==> src/logic/vrc_pkg.sv <==
/*
 * package of the voice recorder command/status block: command codes, status
 * bit positions, reset values and processing times in oscillator clocks.
 * assumes a single 10 MHz sys_clk standing in for the oscillator clock.
 */
`default_nettype none

package vrc_pkg;

    // ==========================================================
    // clock and timing
    localparam int CLK_HZ = 10_000_000;
    localparam int RESET_PROC_CLKS = 24600;
    localparam int CMD_SHORT_CLKS = 35;
    localparam int CMD_LONG_CLKS = 70;
    localparam int EOS_START_MIN_CLKS = 32;
    localparam int EOS_PLAY_MIN_CLKS = 48;
    localparam int TIMER_W = 15;

    // ==========================================================
    // command opcodes
    localparam logic [3:0] OP_NOP = 4'h1;
    localparam logic [3:0] OP_START = 4'h2;
    localparam logic [3:0] OP_STOP = 4'h3;
    localparam logic [3:0] OP_CNT_LOAD = 4'h4;
    localparam logic [3:0] OP_STOP_LOAD = 4'h5;
    localparam logic [3:0] OP_COND = 4'h6;
    localparam logic [3:0] OP_PHRASE = 4'h7;
    localparam logic [3:0] OP_CNT_READ = 4'h8;
    localparam logic [3:0] OP_REC_ARM = 4'h9;
    localparam logic [3:0] OP_MEM_READ = 4'hA;
    localparam logic [3:0] OP_MEM_WRITE = 4'hB;

    // ==========================================================
    // status nibble layout
    localparam int ST_EOS_BIT = 0;
    localparam int ST_BUSY_BIT = 1;
    localparam int ST_OVR_BIT = 2;

    // ==========================================================
    // address space and reset values
    localparam int ADDR_W = 20;
    localparam logic [19:0] ADDR_DATA_BASE = 20'h0_0100;
    localparam logic [19:0] ADDR_MAX_DEFAULT = 20'h1_FFFF;
    localparam logic [19:0] ADDR_ZERO = 20'h0_0000;
    localparam logic [2:0] NIB_CNT_LOAD = 3'h5;
    localparam logic [2:0] NIB_COND = 3'h1;
    localparam logic [2:0] NIB_PHRASE = 3'h2;
    localparam logic [2:0] NIB_MEM_WRITE = 3'h2;
    localparam logic [2:0] NIB_CNT_READ = 3'h5;
    localparam logic [2:0] NIB_MEM_READ = 3'h2;

    typedef enum logic [3:0]
    {
        ST_REC_WAIT = 4'b0001,
        ST_RECORD = 4'b0010,
        ST_PLAY_WAIT = 4'b0100,
        ST_PLAY = 4'b1000
    } vrc_mode_type;

    typedef struct packed
    {
        logic spare;
        logic overflow_flag;
        logic busy;
        logic end_of_sequence;
    } vrc_status_type;

endpackage : vrc_pkg

`default_nettype wire

==> src/logic/vrc_strobe_sync.sv <==
/*
 * two-flop synchroniser and edge finder for one active-low host strobe.
 * assumes the strobe is asynchronous to sys_clk; idle level is high.
 */
`timescale 1ns/100ps
`default_nettype none

module vrc_strobe_sync
    import vrc_pkg::*;
(
    input wire logic sys_clk,
    input wire logic reset,
    input wire logic strobe_n,
    output logic level_n,
    output logic rise
);

    // ==========================================================
    // synchroniser: first stage is read only by the second
    logic meta_r;
    logic sync_r;
    logic prev_r;

    always_ff @(posedge sys_clk)
    begin
        if (reset)
        begin
            meta_r <= 1'b1;
            sync_r <= 1'b1;
            prev_r <= 1'b1;
        end
        else
        begin
            meta_r <= strobe_n;
            sync_r <= meta_r;
            prev_r <= sync_r;
        end
    end

    assign level_n = sync_r;
    assign rise = sync_r & ~prev_r;

endmodule : vrc_strobe_sync

`default_nettype wire

==> src/logic/vrc_timer.sv <==
/*
 * down-counter timing command processing and reset initialisation.
 * assumes load and load_val come from logic on sys_clk.
 */
`timescale 1ns/100ps
`default_nettype none

module vrc_timer
    import vrc_pkg::*;
(
    input wire logic sys_clk,
    input wire logic reset,
    input wire logic load,
    input wire logic [TIMER_W-1:0] load_val,
    output logic running,
    output logic done
);

    // ==========================================================
    // counter; done pulses in the last cycle before the count reaches zero
    logic [TIMER_W-1:0] count_r;

    always_ff @(posedge sys_clk)
    begin
        if (reset)
            count_r <= '0;
        else if (load)
            count_r <= load_val;
        else if (count_r != '0)
            count_r <= count_r - 1'b1;
    end

    assign running = (count_r != '0);
    assign done = (count_r == TIMER_W'(1)) & ~load;

endmodule : vrc_timer

`default_nettype wire

==> src/logic/vrc_cmd_status.sv <==
/*
 * host command interpreter and status nibble of a voice record/playback
 * controller under processor control. assumes host strobes and the clear pin
 * are asynchronous; the memory datapath is outside this block.
 */
`timescale 1ns/100ps
`default_nettype none

module vrc_cmd_status
    import vrc_pkg::*;
#(
    parameter int RESET_CLKS = RESET_PROC_CLKS,
    parameter logic [19:0] MAX_ADDR = ADDR_MAX_DEFAULT
)
(
    input wire logic sys_clk,
    input wire logic reset,
    input wire logic clear_all_n,
    input wire logic rd_n,
    input wire logic wr_n,
    input wire logic [3:0] host_nibble_in,
    output logic [3:0] host_nibble_out,
    output logic host_nibble_oe,
    output logic end_of_sequence,
    output logic [19:0] address_counter,
    output logic [1:0] bit_rate,
    output logic [5:0] phrase_number,
    output logic phrase_mode
);

    // ==========================================================
    // pin synchronisers
    logic rd_lvl_n;
    logic wr_lvl_n;
    logic wr_rise;
    logic clr_meta_r;
    logic clr_sync_r;
    logic [3:0] din_meta_r;
    logic [3:0] din_r;

    vrc_strobe_sync u_rd_sync
    (
        .sys_clk(sys_clk),
        .reset(reset),
        .strobe_n(rd_n),
        .level_n(rd_lvl_n),
        .rise()
    );

    vrc_strobe_sync u_wr_sync
    (
        .sys_clk(sys_clk),
        .reset(reset),
        .strobe_n(wr_n),
        .level_n(wr_lvl_n),
        .rise(wr_rise)
    );

    always_ff @(posedge sys_clk)
    begin
        if (reset)
        begin
            clr_meta_r <= 1'b0;
            clr_sync_r <= 1'b0;
            din_meta_r <= 4'h0;
            din_r <= 4'h0;
        end
        else
        begin
            clr_meta_r <= clear_all_n;
            clr_sync_r <= clr_meta_r;
            din_meta_r <= host_nibble_in;
            din_r <= din_meta_r;
        end
    end

    // clear held low acts as a block-wide reset
    logic clr_active;
    assign clr_active = ~clr_sync_r;

    // ==========================================================
    // processing timer
    function automatic logic [TIMER_W-1:0] proc_time(input logic is_long);
        proc_time = is_long ? TIMER_W'(CMD_LONG_CLKS) : TIMER_W'(CMD_SHORT_CLKS);
    endfunction : proc_time

    logic tmr_load;
    logic [TIMER_W-1:0] tmr_val;
    logic tmr_run;
    logic tmr_done;
    logic clr_prev_r;

    vrc_timer u_timer
    (
        .sys_clk(sys_clk),
        .reset(reset | clr_active),
        .load(tmr_load),
        .load_val(tmr_val),
        .running(tmr_run),
        .done(tmr_done)
    );

    always_ff @(posedge sys_clk)
    begin
        if (reset)
            clr_prev_r <= 1'b0;
        else
            clr_prev_r <= clr_sync_r;
    end

    logic clr_release;
    assign clr_release = clr_sync_r & ~clr_prev_r;

    // ==========================================================
    // command sequencing
    logic [3:0] op_r;
    logic [2:0] nib_left_r;
    logic [2:0] rd_left_r;
    logic rd_prev_r;
    logic rd_rise;
    logic accept;
    logic is_long;

    assign rd_rise = rd_lvl_n & ~rd_prev_r;
    assign accept = wr_rise & ~tmr_run;
    assign is_long = (nib_left_r != 3'h0) ? (op_r == OP_PHRASE)
        : (din_r == OP_PHRASE) | (din_r == OP_MEM_READ) | (din_r == OP_CNT_READ);

    always_comb
    begin
        tmr_load = 1'b0;
        tmr_val = proc_time(1'b0);
        if (clr_release)
        begin
            tmr_load = 1'b1;
            tmr_val = TIMER_W'(RESET_CLKS);
        end
        else if (accept)
        begin
            tmr_load = 1'b1;
            tmr_val = proc_time(is_long);
        end
        else if (rd_rise && rd_left_r != 3'h0)
        begin
            tmr_load = 1'b1;
            tmr_val = proc_time(1'b1);
        end
    end

    // decoded at the edge the nibble is taken; data nibbles override opcode view
    logic op_now;
    assign op_now = accept & (nib_left_r == 3'h0);

    always_ff @(posedge sys_clk)
    begin
        if (reset || clr_active)
        begin
            op_r <= OP_NOP;
            nib_left_r <= 3'h0;
            rd_left_r <= 3'h0;
            rd_prev_r <= 1'b1;
        end
        else
        begin
            rd_prev_r <= rd_lvl_n;
            if (op_now)
            begin
                op_r <= din_r;
                case (din_r)
                    OP_CNT_LOAD, OP_STOP_LOAD: nib_left_r <= NIB_CNT_LOAD;
                    OP_COND: nib_left_r <= NIB_COND;
                    OP_PHRASE: nib_left_r <= NIB_PHRASE;
                    OP_MEM_WRITE: nib_left_r <= NIB_MEM_WRITE;
                    default: nib_left_r <= 3'h0;
                endcase
                case (din_r)
                    OP_CNT_READ: rd_left_r <= NIB_CNT_READ;
                    OP_MEM_READ: rd_left_r <= NIB_MEM_READ;
                    default: rd_left_r <= 3'h0;
                endcase
            end
            else if (accept)
                nib_left_r <= nib_left_r - 3'h1;
            else if (rd_rise && rd_left_r != 3'h0)
                rd_left_r <= rd_left_r - 3'h1;
        end
    end

    // ==========================================================
    // address registers and condition settings
    logic [19:0] addr_r;
    logic [19:0] stop_addr_r;
    logic cmp_en_r;
    logic ovf_det_en_r;
    logic [1:0] rate_r;
    logic [5:0] phrase_r;
    logic phrase_mode_r;
    logic count_run_r;
    logic data_nib;
    logic [2:0] nib_idx;

    assign data_nib = accept & (nib_left_r != 3'h0);
    assign nib_idx = NIB_CNT_LOAD - nib_left_r;

    vrc_mode_type mode_r;
    logic [1:0] stop_cnt_r;
    logic ovf_hit;
    logic cmp_hit;

    assign ovf_hit = (mode_r == ST_RECORD) & ovf_det_en_r & phrase_mode_r
        & (addr_r == MAX_ADDR);
    assign cmp_hit = count_run_r & cmp_en_r & (addr_r == stop_addr_r);

    always_ff @(posedge sys_clk)
    begin
        if (reset || clr_active)
        begin
            addr_r <= ADDR_DATA_BASE;
            stop_addr_r <= ADDR_ZERO;
            cmp_en_r <= 1'b0;
            ovf_det_en_r <= 1'b1;
            rate_r <= 2'h0;
            phrase_r <= 6'h00;
            phrase_mode_r <= 1'b0;
            count_run_r <= 1'b0;
        end
        else
        begin
            if (ovf_hit)
            begin
                addr_r <= ADDR_DATA_BASE;
                count_run_r <= 1'b0;
            end
            else if (cmp_hit)
                count_run_r <= 1'b0;
            else if (count_run_r)
                addr_r <= addr_r + 20'h0_0001;
            if (data_nib && op_r == OP_CNT_LOAD)
                addr_r[nib_idx*4 +: 4] <= din_r;
            if (data_nib && op_r == OP_STOP_LOAD)
                stop_addr_r[nib_idx*4 +: 4] <= din_r;
            if (data_nib && op_r == OP_COND)
            begin
                ovf_det_en_r <= din_r[2];
                rate_r <= din_r[1:0];
            end
            if (data_nib && op_r == OP_PHRASE)
            begin
                if (nib_left_r == NIB_PHRASE)
                    phrase_r[3:0] <= din_r;
                else
                begin
                    phrase_r[5:4] <= din_r[1:0];
                    phrase_mode_r <= 1'b1;
                    count_run_r <= 1'b1;
                end
            end
            if (op_now)
            begin
                case (din_r)
                    OP_START:
                    begin
                        count_run_r <= 1'b1;
                        phrase_mode_r <= 1'b0;
                    end
                    OP_STOP: count_run_r <= 1'b0;
                    OP_CNT_LOAD: cmp_en_r <= 1'b0;
                    OP_STOP_LOAD: cmp_en_r <= 1'b1;
                    default: ;
                endcase
            end
        end
    end

    // ==========================================================
    // record/playback mode machine
    logic run_now;
    assign run_now = (op_now & (din_r == OP_START))
        | (data_nib & (op_r == OP_PHRASE) & (nib_left_r == 3'h1));

    always_ff @(posedge sys_clk)
    begin
        if (reset || clr_active)
        begin
            mode_r <= ST_REC_WAIT;
            stop_cnt_r <= 2'h0;
        end
        else
        begin
            case (mode_r)
                ST_REC_WAIT:
                begin
                    if (run_now)
                        mode_r <= ST_RECORD;
                    // a phrase opcode waits here until its data nibbles start recording
                    else if (op_now && din_r != OP_STOP && din_r != OP_NOP
                        && din_r != OP_REC_ARM && din_r != OP_START && din_r != OP_PHRASE)
                        mode_r <= ST_PLAY_WAIT;
                end
                ST_RECORD:
                begin
                    if ((op_now && din_r == OP_STOP) || ovf_hit || cmp_hit)
                        mode_r <= ST_REC_WAIT;
                end
                ST_PLAY_WAIT:
                begin
                    stop_cnt_r <= 2'h0;
                    if (run_now)
                        mode_r <= ST_PLAY;
                    else if (op_now && din_r == OP_REC_ARM)
                        mode_r <= ST_REC_WAIT;
                end
                ST_PLAY:
                begin
                    if (cmp_hit)
                        mode_r <= ST_PLAY_WAIT;
                    else if (op_now && din_r == OP_STOP)
                    begin
                        // first stop pauses, second one ends playback
                        if (stop_cnt_r == 2'h1)
                            mode_r <= ST_PLAY_WAIT;
                        stop_cnt_r <= stop_cnt_r + 2'h1;
                    end
                end
                default: mode_r <= ST_REC_WAIT;
            endcase
        end
    end

    // ==========================================================
    // end-of-sequence delay: fixed at the minimum of the window
    logic [6:0] eos_cnt_r;
    logic eos_r;
    logic eos_target;
    logic mode_is_wait;

    assign mode_is_wait = (mode_r == ST_REC_WAIT) | (mode_r == ST_PLAY_WAIT);
    assign eos_target = mode_is_wait;

    always_ff @(posedge sys_clk)
    begin
        if (reset || clr_active)
        begin
            eos_r <= 1'b1;
            eos_cnt_r <= 7'h00;
        end
        else if (eos_target == eos_r)
            eos_cnt_r <= 7'h00;
        else if (!eos_target && eos_cnt_r == 7'h00)
            eos_cnt_r <= (mode_r == ST_PLAY && phrase_mode_r)
                ? 7'(EOS_PLAY_MIN_CLKS) : 7'(EOS_START_MIN_CLKS);
        else if (eos_target)
            eos_r <= 1'b1;
        else if (eos_cnt_r == 7'h01)
            eos_r <= 1'b0;
        else
            eos_cnt_r <= eos_cnt_r - 7'h01;
    end

    // ==========================================================
    // status flags and host bus drive
    logic ovr_r;
    logic busy_r;
    vrc_status_type status;

    always_ff @(posedge sys_clk)
    begin
        if (reset || clr_active)
            ovr_r <= 1'b0;
        else if (ovf_hit)
            ovr_r <= 1'b1;
        else if (tmr_done && op_r == OP_NOP && nib_left_r == 3'h0)
            ovr_r <= 1'b0;
    end

    // busy covers the timer and any outstanding data nibbles
    always_ff @(posedge sys_clk)
    begin
        if (reset || clr_active)
            busy_r <= 1'b1;
        else if (tmr_load || tmr_run)
            busy_r <= 1'b1;
        else if (nib_left_r != 3'h0)
            busy_r <= 1'b1;
        else
            busy_r <= 1'b0;
    end

    always_comb
    begin
        status.spare = 1'b0;
        status.overflow_flag = ovr_r;
        status.busy = busy_r;
        status.end_of_sequence = eos_r;
    end

    always_ff @(posedge sys_clk)
    begin
        if (reset)
        begin
            host_nibble_out <= 4'h0;
            host_nibble_oe <= 1'b0;
        end
        else
        begin
            host_nibble_out <= status;
            host_nibble_oe <= ~rd_lvl_n;
        end
    end

    always_ff @(posedge sys_clk)
    begin
        if (reset)
        begin
            end_of_sequence <= 1'b1;
            address_counter <= ADDR_DATA_BASE;
            bit_rate <= 2'h0;
            phrase_number <= 6'h00;
            phrase_mode <= 1'b0;
        end
        else
        begin
            end_of_sequence <= eos_r;
            address_counter <= addr_r;
            bit_rate <= rate_r;
            phrase_number <= phrase_r;
            phrase_mode <= phrase_mode_r;
        end
    end

    // ==========================================================
    // checks
    property p_busy_after_write;
        @(posedge sys_clk) disable iff (reset)
        accept |=> busy_r [*8];
    endproperty
    a_busy_after_write: assert property (p_busy_after_write)
        else $error("busy not held after write");

    property p_busy_in_clear;
        @(posedge sys_clk) disable iff (reset)
        clr_active |=> busy_r;
    endproperty
    a_busy_in_clear: assert property (p_busy_in_clear)
        else $error("busy low during clear");

    property p_short_time;
        @(posedge sys_clk) disable iff (reset || clr_active)
        (accept && !is_long) |=> ##[35:36] !tmr_run;
    endproperty
    a_short_time: assert property (p_short_time)
        else $error("short processing time wrong");

    property p_long_time;
        @(posedge sys_clk) disable iff (reset || clr_active)
        (accept && is_long) |=> tmr_run [*8] ##[63:64] !tmr_run;
    endproperty
    a_long_time: assert property (p_long_time)
        else $error("long processing time wrong");

    property p_spare_zero;
        @(posedge sys_clk) disable iff (reset)
        host_nibble_oe |-> host_nibble_out[3] == 1'b0;
    endproperty
    a_spare_zero: assert property (p_spare_zero)
        else $error("spare status bit set");

    property p_ovr_on_overflow;
        @(posedge sys_clk) disable iff (reset || clr_active)
        ovf_hit |=> ovr_r && addr_r == ADDR_DATA_BASE && mode_r == ST_REC_WAIT;
    endproperty
    a_ovr_on_overflow: assert property (p_ovr_on_overflow)
        else $error("overflow handling wrong");

    property p_eos_wait;
        @(posedge sys_clk) disable iff (reset || clr_active)
        mode_is_wait |=> ##1 eos_r;
    endproperty
    a_eos_wait: assert property (p_eos_wait)
        else $error("eos not set in waiting state");

    property p_eos_delay;
        @(posedge sys_clk) disable iff (reset || clr_active)
        $rose(mode_r == ST_RECORD) |-> eos_r [*8] ##[24:40] !eos_r;
    endproperty
    a_eos_delay: assert property (p_eos_delay)
        else $error("eos delay out of window");

    property p_bus_release;
        @(posedge sys_clk) disable iff (reset)
        rd_lvl_n |=> !host_nibble_oe;
    endproperty
    a_bus_release: assert property (p_bus_release)
        else $error("bus driven with read high");

endmodule : vrc_cmd_status

`default_nettype wire

==> config.mk <==
export PLATFORM = sky130hd
export DESIGN_NAME = vrc_cmd_status
export DESIGN_NICKNAME = d
export VERILOG_FILES = /design/src/logic/vrc_pkg.sv /design/src/logic/vrc_strobe_sync.sv /design/src/logic/vrc_timer.sv /design/src/logic/vrc_cmd_status.sv
export SDC_FILE = /design/constraint.sdc
export NUM_CORES = 1
export LEC_CHECK = 0
export BUFFER_PORTS_ARGS = -buffer_cell sky130_fd_sc_hd__buf_4
export CAP_MARGIN = 20
export CORE_UTILIZATION = 50
export DETAILED_ROUTE_END_ITERATION = 8
export PLACE_DENSITY = 0.73
export SYNTH_ARGS = -nofsm -noshare
export SYNTH_HDL_FRONTEND = slang
export SYNTH_SLANG_ARGS = --single-unit
==> constraint.sdc <==
create_clock -name sys_clk -period 2.8 [get_ports sys_clk]
set_input_delay 0 -clock sys_clk [delete_from_list [all_inputs] [get_ports sys_clk]]
set_output_delay 0 -clock sys_clk [all_outputs]
set_load 0.02 [all_outputs]
; After elaboration in Yosys (flattened, before gate mapping)
; Index checks and enable logic that the tools add are counted.
[word_totals]
register_bits = 145
latchBits = 0
mem_bits_rw = 0
mem_bits_ro = 0
input_bits = 9
mem_count = 0
[classes]
add_sub_neg = 8
multipliers = 0
n_div = 0
n_lt_le_gt_ge = 0
n_eq_ne = 42
n_shift = 2
mux = 56
n_bitwise = 30
n_reduce_logical = 45
[op_table]
columns = cell, n
row1 = 20-bit 2-to-1 mux, 5
row2 = 15-bit 2-to-1 mux, 3
row3 = 7-bit 2-to-1 mux, 6
row4 = 20-bit bitwise mux, 2
row5 = 4-bit by 3-bit == test with 1-bit output (second input constant), 9
row6 = 5-bit negator with 34-bit output, 1
row7 = 4-bit by 34-bit variable shift with 20-bit output (first input constant), 1
row8 = 4-bit by 34-bit indexed part select with 20-bit output, 1
row9 = 4-bit 2-to-1 mux, 8
row10 = 20-bit by 1-bit adder with 20-bit output (second input constant), 1
row11 = 20-bit by 17-bit == test with 1-bit output (second input constant), 1
row12 = 20-bit == test, 1
row13 = 4-bit == test (second input constant), 5
row14 = 1-bit 2-to-1 mux, 18
row15 = 1-bit logical AND, 16
row16 = 4-bit one-hot mux with 4 select lines, 1
row17 = 1-bit bitwise AND, 15
row18 = 15-bit by 1-bit == test with 1-bit output (second input constant), 1
row19 = 3-bit 2-to-1 mux, 5
row20 = 15-bit nonzero test, 1
row21 = 15-bit by 1-bit subtractor with 15-bit output (second input constant), 1
row22 = 2-bit nonzero test, 7
row23 = 4-bit by 2-bit == test with 1-bit output (second input constant), 3
row24 = 3-bit != test (second input constant), 4
row25 = other kinds (33), 67

; Longest topological paths before layout
; Gate-level depths: netlist (run 1).
[depth]
ltp_word = 12
depth_mapped = 11

; By module
; Synthesis (run 1) repeated with hierarchy kept, for this count alone.
[unflattened]
hier_cells = 752
area_unflattened_um2 = 6570.1
[modules_own_cells]
columns = mod, instances, cells_each, area_each_um2
row1 = vrc_cmd_status, 1, 628, 5500.3
row2 = vrc_timer, 1, 110, 899.6
row3 = vrc_strobe_sync, 2, 7, 85.1

; Worst setup path before layout (run 1)
; Ideal clock, no wire load.
[synth_path]
path_kind = register -> register
startpoint = reg nib_left_r[1]
endpoint = reg addr_r[8]
setup_time_ps = 78
arrival_ps = 2216
required_time_ps = 2722
slack_ps = 506
stages_incl_launch_ff = 11
n_path_buf = 0
synth_period_minus_slack_ps = 2294
path_cell_list = dfxtp_1 -> inv_1 -> ha_1 -> inv_1 -> ha_1 -> a21boi_0 -> nor4b_1 -> a21oi_1 -> nand4_1 -> o31ai_1 -> nor3_1
[synth_between]
elab_chain_len = 5
elab_cells_between_ends = 9
classes_between = add/sub (2) / shift (2) / mux (2) / bitwise (1) / reduce/logical (2)
[synth_lines]
columns = item, line
row1 = start: declaration, vrc_cmd_status.sv:117  ; logic [2:0] nib_left_r;
row2 = start signal: assignment, vrc_cmd_status.sv:183  ; nib_left_r <= nib_left_r - 3'h1;
row3 = 3-bit subtractor, vrc_cmd_status.sv:203  ; assign nib_idx = NIB_CNT_LOAD - nib_left_r;
row4 = 5-bit negator with 34-bit output, vrc_cmd_status.sv:239  ; addr_r[nib_idx*4 +: 4] <= din_r;
row5 = 4-bit by 34-bit indexed part select with 20-bit output or 4-bit by 34-bit variable shift with 20-bit output (tied branches), vrc_cmd_status.sv:239
row6 = 20-bit bitwise mux, vrc_cmd_status.sv:239
row7 = 20-bit 2-to-1 mux *, vrc_cmd_status.sv:238  ; if (data_nib && op_r == OP_CNT_LOAD)
row8 = end signal: assignment, vrc_cmd_status.sv:237  ; addr_r <= addr_r + 20'h0_0001;
row9 = end signal: indexed assignment, vrc_cmd_status.sv:239
row10 = end: declaration, vrc_cmd_status.sv:191  ; logic [19:0] addr_r;
; Every way passes the cells marked *; elsewhere a longest branch is shown, timed or not.
; A chain may end at the register's enable or synchronous reset.

; Worst setup path in the final report (run 1)
[layout_path]
startpoint = reg u_timer.count_r[0]
endpoint = reg addr_r[14]
[layout_between]
elab_chain_len = 6
[layout_lines]
columns = item, line
row1 = start: declaration, vrc_timer.sv:21  ; logic [TIMER_W-1:0] count_r;
row2 = start signal: assignment, vrc_timer.sv:28  ; count_r <= load_val;
row3 = start signal: assignment, vrc_timer.sv:30  ; count_r <= count_r - 1'b1;
row4 = 15-bit nonzero test, vrc_timer.sv:33  ; assign running = (count_r != '0);
row5 = 1-bit inverter, vrc_cmd_status.sv:125  ; assign accept = wr_rise & ~tmr_run;
row6 = 1-bit bitwise AND, vrc_cmd_status.sv:125
row7 = 1-bit bitwise AND, vrc_cmd_status.sv:202  ; assign data_nib = accept & (nib_left_r != 3'h0);
row8 = 1-bit logical AND, vrc_cmd_status.sv:238
row9 = 20-bit 2-to-1 mux, vrc_cmd_status.sv:238
; Every way passes these cells.

==> qor.log, run 1 <==
qor: pwr.leakage 2.838 nW
qor: routing.remaining_number_of_nets_flagged_by_the_antenna_check_after_routing 0
qor: hold_path.hold_path_startpoint reset
qor: yosys.synth_seq_area_share 44.60%
qor: sta.fin_hold_ws 151.8 ps
qor: cts.numCtsBuffers 17
qor: worst_setup_path.path_cells inv_1 > ha_1 > nor4bb_1 > nand4_1 > buf_4 > or2_1 > o21ai_2 > nor2_1 > mux2i_1 > o31ai_1
qor: pwr.ir_drop_worst_case_vdd 0.0006257 V
qor: worst_setup_path.critical-path-slowest-cell nor4bb_1
qor: yosys.yosys-top-cells-area dfxtp_1 (45%), xnor2_1 (5.3%), nand2_1 (4.9%), nor2_1 (3.8%), nor2b_1 (3.8%)
qor: placed_design.io_buffer_count 42
qor: routing.drc_violation_count_after_routing 0
qor: die.die_w 115.7 µm
qor: final_layout.antenna-diode-count 0
qor: sta.worst_setup_skew_after_layout 14.30 ps
qor: routing.drt_wl_total 15,790 µm
qor: yosys.syn_avg_cell_area 8.806 µm²
qor: worst_setup_path.critPathLaunch u_timer.count_r[0]$_SDFFE_PP0P_
qor: sta.finalCriticalPeriod 2574 ps
qor: die.die_height 115.7 µm
qor: cts.worst_setup_hold_path_clk_slew 60 ps
qor: sta.timing_worst_slew_pin_value 854.7 ps
qor: final_layout.nNetsFinal 822
qor: yosys.synth_seq_cells 144
qor: yosys.syn_area 0.006464 mm²
qor: yosys.synth-edff-count 0
qor: cts.ctsHtreeMaxLevel 4
qor: cts.holdBufCountCts 7
qor: global_route.grt_pass1_vias 5,104
qor: worst_setup_path.critical_path.startpoint_type flop
qor: sta.setup_violations 0
qor: worst_setup_path.crit_path_arrival_time 2880 ps
qor: cts.worst_skew_pair_later_pin_latency 430 ps
qor: global_route.grt_start_max_net_pins 50
qor: yosys.async_reset_ff_share 0%
qor: sta.slew_violations 0
qor: die.core-area 0.01262 mm²
qor: worst_setup_path.timing.critical_path.fanout_max 6
qor: global_route.grt_use_total 24.74%
qor: cts.postCtsSetupBuffers 0
qor: cts.clock_tree.root_cell clkbuf_16
qor: yosys.synth_warnings 0
qor: routing.vias_per_cell 5.631
qor: yosys.synth_most_common_cell dfxtp_1
qor: final_layout.final_design_area_no_fill 0.007760 mm²
qor: worst_setup_path.regToRegStartpoint u_timer.count_r[0]$_SDFFE_PP0P_
qor: routing.dr.first_iter.drc_count 365
qor: global_route.grt_use_met1 30.37%
qor: global_route.grtUsageMet3 6.067%
qor: yosys.netlist-cell-type-count 69
qor: cts.clock-sinks 144
qor: sta.finalSetupTns 0 ps
qor: cts.tritoncts yes
qor: die.initial_core_util 51.22%
qor: placed_design.place_hpwl 11,380 µm
qor: yosys.synth_largest_type_area_fraction 44.60%
qor: run.maxCapViolCount 0
qor: placed_design.gp_congestion 0.9162
qor: cts.post_cts_resized 0
qor: sta.slew_headroom 42.96%
qor: global_route.grt_most_used_layer met2
qor: global_route.grt_pass1_wl 25,300 µm
qor: sta.fmax 388.5 MHz
qor: routing.routedWlPerCell 16.11 µm
qor: placed_design.placement.cell_area 0.007048 mm²
qor: worst_setup_path.cp.required 3100 ps
qor: routing.detailroute.via_count 5,518
qor: worst_setup_path.timing.setup.critical_path_class flop to flop
qor: final_layout.syn_to_final_growth 20.05%
qor: sta.finalHoldViolCount 0
qor: yosys.cell_count_after_synthesis 734
qor: yosys.synth-main-ff-cell dfxtp_1
qor: cts.cts_max_path_buffers 2
qor: die.floorplan.die_area 0.01339 mm²
qor: die.rows 41
qor: routing.drt_pass1_iterations 6
qor: global_route.grt_use_met2 41.36%
qor: yosys.post-synth-top-area-cell dfxtp_1
qor: yosys.synth.net_count 759
qor: worst_setup_path.critPathMaxStageDelay 350 ps
qor: yosys.ys_top_cells_by_count dfxtp_1 (144), nand2_1 (85), nor2_1 (66)
qor: final_layout.drive_gt1_share 14.98%
qor: final_layout.fillers 1,114
qor: global_route.antenna_found_initial 0
qor: run_status.status finished clean
qor: worst_setup_path.worst_setup_path_end_kind flop
qor: die.pin_count 44
qor: sta.grt_setup_unrepaired false
qor: hold_path.hold_path_class input pin to flop
qor: sta.final.period_utilization 91.92%
qor: pwr.power_density_over_the_cells 613.6 mW/mm²
qor: global_route.globalRoute.totalOverflow 0
==> routing by layer <==
metal	vias to the layer above	routed length, µm
met5	-	0
met4	0	357
met3	33	1153
met2	243	7594
met1	2573	6683
li1	2669	-
==> final cells by class <==
cell class / instances / area [µm²] / share of cell area [%]
Tap cell: 172 / 215.2 / 2.773
Multi-Input combinational cell: 539 / 3368 / 43.41
Clock inverter: 10 / 185.2 / 2.386
Sequential cell: 144 / 2883 / 37.15
Inverter: 21 / 78.83 / 1.016
Clock buffer: 20 / 456.7 / 5.885
Timing Repair Buffer: 74 / 573.1 / 7.385
==> metrics by stage <==
step / worst slack (ps) / utilization [%] / instances / total power [mW]
4_1_cts: 218.8 / 61.49 / 980 / 4.789
2_1_floorplan: 506.5 / - / 734 / 2.293
6_report: 226.2 / 61.49 / 980 / 4.761
3_5_place_dp: 248.1 / 55.85 / 943 / 2.346
3_3_place_gp: 375.6 / 55.85 / 943 / 2.341
5_1_grt: 12.85 / 61.49 / 980 / 4.915
==> flip-flops by register name, indices dropped and copies added, names as in the netlist, 3 cells and up <==
register / flops
mode_r: 4
op_r: 4
rd_left_r: 3
eos_cnt_r: 7
din_meta_r: 4
address_counter: 20
nib_left_r: 3
phrase_number: 6
u_timer.count_r: 15
stop_addr_r: 20
phrase_r: 6
din_r: 4
host_nibble_out: 3
addr_r: 20
==> worst max-delay path, delay by kind of cell (launching register included) <==
kind,cells,cell delay (ps)
multiplexers,1,130
flip-flops,1,340
AND/OR/NAND/NOR,4,1030
AO/OA/AOI/OAI,2,340
buffers and inverters,2,400
adder cells (fa/ha/maj),1,190
==> layout by cell type, fill, tap and decap left out, types with 6 or more instances in the layout <==
| master | instances |
|---|---|
| a21oi_1 | 46 |
| buf_4 | 67 |
| clkbuf_16 | 17 |
| dfxtp_1 | 144 |
| dlygate4sd3_1 | 7 |
| ha_1 | 16 |
| inv_1 | 21 |
| mux2i_1 | 17 |
| nand2_1 | 85 |
| nand2b_1 | 6 |
| nand3_1 | 43 |
| nand4_1 | 16 |
| nor2_1 | 66 |
| nor2b_1 | 39 |
| nor3_1 | 20 |
| nor4_1 | 8 |
| nor4b_1 | 7 |
| o21ai_0 | 9 |
| o22ai_1 | 15 |
| o31ai_1 | 10 |
| or2_2 | 7 |
| or3_1 | 8 |
| xnor2_1 | 39 |
| xor2_1 | 17 |
==> logic make-up after synthesis <==
family	count (synthesis)	synth area share (%)
AOI/OAI and AO/OA	106	10.45
xor gates and xnor gates	56	7.588
adders and majority gates	16	3.097
buffers and inverters	51	3.291
DFF	144	44.60
muxes	19	2.981
other	1	0.05802
and+or+nand+nor	341	27.93
==> worst paths after layout <==
| kind | endpoint | slack [ps] | depth (start not counted) |
|---|---|---|---|
| max | addr_r[14]$_SDFF_PP0_ | 230 | 10 |
| min | address_counter[4]$_SDFF_PP0_ | 150 | 3 |
| max reg2reg | addr_r[14]$_SDFF_PP0_ | 230 | 10 |
| min reg2reg | u_rd_sync.level_n$_SDFF_PP1_ | 410 | 1 |
==> report_power, final <==
part / internal (mW) / leakage [nW] / switching, mW
Clock: 1.61 / 0.300 / 0.834
Sequential: 2.07 / 1.16 / 0.0166
Combinational: 0.0941 / 1.37 / 0.135
No activity file was read; power rests on OpenSTA's default activity.
==> run 2, diff against run 1 <==
Settings changed: PLACE_DENSITY 0.73 to unset, PLACE_DENSITY_LB_ADDON set to 0.08.
==> run 2 against run 1 <==
Against the previous run:
- clock power hardly changed
- sequential cell count did not move
- critical path depth rose by 1
- worst setup slack worse by 33 ps
- non-clock buffer count is the same
- routed wire length rose by 2.4%
- fmax down 1.2%
- first-iteration DRC count is 1.4% lower
- final area decreased by 0.21%
- via count shrank 1.2%
- clock skew decreased by 7.5 ps
- die area did not move
- highest routed layer unchanged
==> qor.log, run 2 (same netlist as run 1, synthesis figures left out) <==
qor: sta.finalCriticalPeriod 2606 ps [+32.56 ps]
qor: pwr.leakage 2.838 nW [about the same]
qor: worst_setup_path.timing.setup.critical_path_class flop to flop
qor: die.rows 41 [unchanged]
qor: placed_design.io_buffer_count 42 [unchanged]
qor: routing.routedWlPerCell 16.49 µm [+2.3%]
qor: cts.holdBufCountCts 7 [unchanged]
qor: pwr.power_density_over_the_cells 613.7 mW/mm² [about the same]
qor: sta.setup_violations 0 [unchanged]
qor: final_layout.layout_common_cells dfxtp_1 (144), nand2_1 (85), buf_4 (67)
qor: worst_setup_path.critical_path.startpoint_type flop
qor: cts.ctsHtreeMaxLevel 4 [unchanged]
qor: pwr.switching_share 21.51% [+0.81 points]
qor: run.maxCapViolCount 0 [unchanged]
qor: sta.fmax 383.7 MHz [-1.2%]
qor: cts.cts_max_path_buffers 2 [unchanged]
qor: hold_path.hold_path_class input pin to flop
qor: final_layout.fillers 1,155 [+3.7%]
qor: sta.finalHoldViolCount 0 [unchanged]
qor: final_layout.biggestRegsByFlops addr_r x20, address_counter x20, stop_addr_r x20
qor: worst_setup_path.r2r_setup_slack 190 ps [-30 ps]
qor: sta.worst_setup_skew_after_layout 6.788 ps [-7.514 ps]
qor: pwr.p_sw 1.022 mW [+3.7%]
qor: final_layout.most_frequent_standard_cell_in_the_layout_excluding_fill_and_tap_cells dfxtp_1
qor: pwr.seqPwrFrac 43.9% [about the same]
qor: sta.finalSetupTns 0 ps [unchanged]
qor: worst_setup_path.timing.critical_path.to mode_r[0]$_SDFFE_PP1P_
qor: worst_setup_path.cp.required 3140 ps [+40 ps]
qor: worst_setup_path.worst-r2r-cell-count 11 [+1]
qor: die.pin_count 44 [unchanged]
qor: die.die_height 115.7 µm [unchanged]
qor: global_route.globalRoute.totalOverflow 0 [unchanged]
qor: pwr.p_int 3.730 mW [-1.2%]
qor: global_route.grt_use_total 25.37% [+0.62 points]
qor: cts.postCtsSetupBuffers 0 [unchanged]
qor: worst_setup_path.regToRegStartpoint u_timer.count_r[0]$_SDFFE_PP0P_
qor: final_layout.finish.cell_count_without_fillers 981 [+0.10%]
qor: global_route.grt_pass1_vias 4,960 [-2.8%]
qor: cts.worst_skew_pair_later_pin_latency 430 ps [about the same]
qor: pwr.ir_drop_worst_case_vdd 0.0004001 V [-36%]
qor: die.initial_core_util 51.22% [unchanged]
qor: cts.worst_setup_hold_path_clk_slew 60 ps [about the same]
qor: die.die_w 115.7 µm [unchanged]
qor: cts.clock_tree.root_cell clkbuf_16
qor: routing.dr.first_iter.drc_count 360 [-1.4%]
qor: die.core-area 0.01262 mm² [unchanged]
qor: sta.slew_headroom 54.39% [+11 points]
qor: placed_design.placed_cells_incl_taps 943 [unchanged]
qor: pwr.p_comb_share 4.9% [about the same]
qor: placed_design.place_hpwl 11,440 µm [+0.59%]
qor: cts.tritoncts yes
qor: worst_setup_path.crit_path_arrival_time 2950 ps [+70 ps]
qor: final_layout.nNetsFinal 822 [unchanged]
qor: sta.final.period_utilization 93.08% [+1.2 points]
qor: routing.detailroute.via_count 5,454 [-1.2%]
qor: final_layout.antenna-diode-count 0 [unchanged]
qor: global_route.grt_pass1_wl 25,740 µm [+1.7%]
qor: run_status.status finished clean
qor: worst_setup_path.worstReg2RegEnd mode_r[0]$_SDFFE_PP1P_
qor: worst_setup_path.timing.critical_path.fanout_max 11 [+5]
qor: sta.final.setup.worst_slack 193.7 ps [-32.56 ps]
qor: global_route.antenna_found_initial 0 [unchanged]
qor: sta.timing_worst_slew_pin_value 683.2 ps [-171.4 ps]
qor: worst_setup_path.worst_setup_path_end_kind flop
qor: sta.slew_violations 0 [unchanged]
qor: routing.drt_pass1_iterations 5 [-1]
qor: sta.grt_setup_unrepaired false
qor: cts.post_cts_resized 0 [unchanged]
qor: die.floorplan.die_area 0.01339 mm² [unchanged]
qor: routing.drc_violation_count_after_routing 0 [unchanged]
qor: global_route.grt_start_max_net_pins 51 [+2.0%]
qor: pwr.report.power.total 4.753 mW [-0.18%]
qor: cts.clock-sinks 144 [unchanged]
qor: routing.vias_per_cell 5.560 [-1.3%]
qor: placed_design.gp_congestion 0.9560 [+4.3%]
qor: placed_design.detailedPlace.worstSlack 235.8 ps [-12.25 ps]
qor: worst_setup_path.critPathLaunch u_timer.count_r[0]$_SDFFE_PP0P_
qor: cts.numCtsBuffers 17 [unchanged]
qor: routing.remaining_number_of_nets_flagged_by_the_antenna_check_after_routing 0 [unchanged]
qor: final_layout.drive_gt1_share 14.83% [-0.14 points]
qor: pwr.clock_power_share 51.3% [about the same]
qor: routing.drt_wl_total 16,170 µm [+2.4%]
qor: final_layout.syn_to_final_growth 19.80%
==> run 2: cell count changes in the layout (fill, tap and decap cells not counted), sizes merged <==
cell	delta
clkinvlp	-2
clkinv	+3
==> run 2: routing by layer <==
layer / routed length [µm] / vias up / GRT usage (%)
li1: - / 2681 / -
met5: 0 / - / 0
met2: 7339 / 171 / 39.96
met4: 482 / 0 / 10.85
met1: 7441 / 2562 / 33.17
met3: 909 / 40 / 6.276
==> run 2: cell type report <==
class | instances | area (µm²) | share of cell area (%)
repair buffers | 74 | 573.1 | 7.400
clock inverters | 11 | 188.9 | 2.440
flip-flops and latches | 144 | 2883 | 37.23
clock buffers | 20 | 436.7 | 5.639
well taps | 172 | 215.2 | 2.779
inverters | 21 | 78.83 | 1.018
multi-input cells | 539 | 3368 | 43.50
==> run 2: how the worst min path moves through the flow <==
stage	startpoint	endpoint	depth (start not counted)
4_1_cts	reset	address_counter[14]$_SDFF_PP0_	2
2_1_floorplan	rd_n	u_rd_sync.meta_r$_SDFF_PP1_	1
6_report	reset	address_counter[14]$_SDFF_PP0_	2
3_5_place_dp	wr_n	u_wr_sync.meta_r$_SDFF_PP1_	2
3_3_place_gp	rd_n	u_rd_sync.meta_r$_SDFF_PP1_	2
5_1_grt	reset	address_counter[4]$_SDFF_PP0_	2
==> run 2: power groups by stage <==
stage / clock network, mW / registers, mW / logic, mW
after floorplan: 0 / 2.12 / 0.169
after global placement: 0 / 2.13 / 0.213
after detailed placement: 0 / 2.13 / 0.216
after CTS: 2.45 / 2.09 / 0.229
after global routing: 2.56 / 2.09 / 0.253
final: 2.44 / 2.09 / 0.231
==> run 2: stage by stage <==
stage | util [%] | hold WS [ps] | cell area (µm²)
3_3_place_gp | 55.85 | 188.8 | 7048
6_report | 61.36 | 29.54 | 7744
2_1_floorplan | - | 103.8 | 6464
3_5_place_dp | 55.85 | 192.6 | 7048
5_1_grt | 61.36 | 59.72 | 7744
4_1_cts | 61.36 | 17.68 | 7744
==> run 2: critical path: stages (launching register included) <==
cell      delay [ps]
dfxtp_1          340
inv_1            150
ha_1             200
nor4bb_1         410
nand4_1          230
buf_4            250
nor2_4           100
buf_4            180
nand2_1          110
a21oi_1          220
nor2_1            90
o31ai_1          240
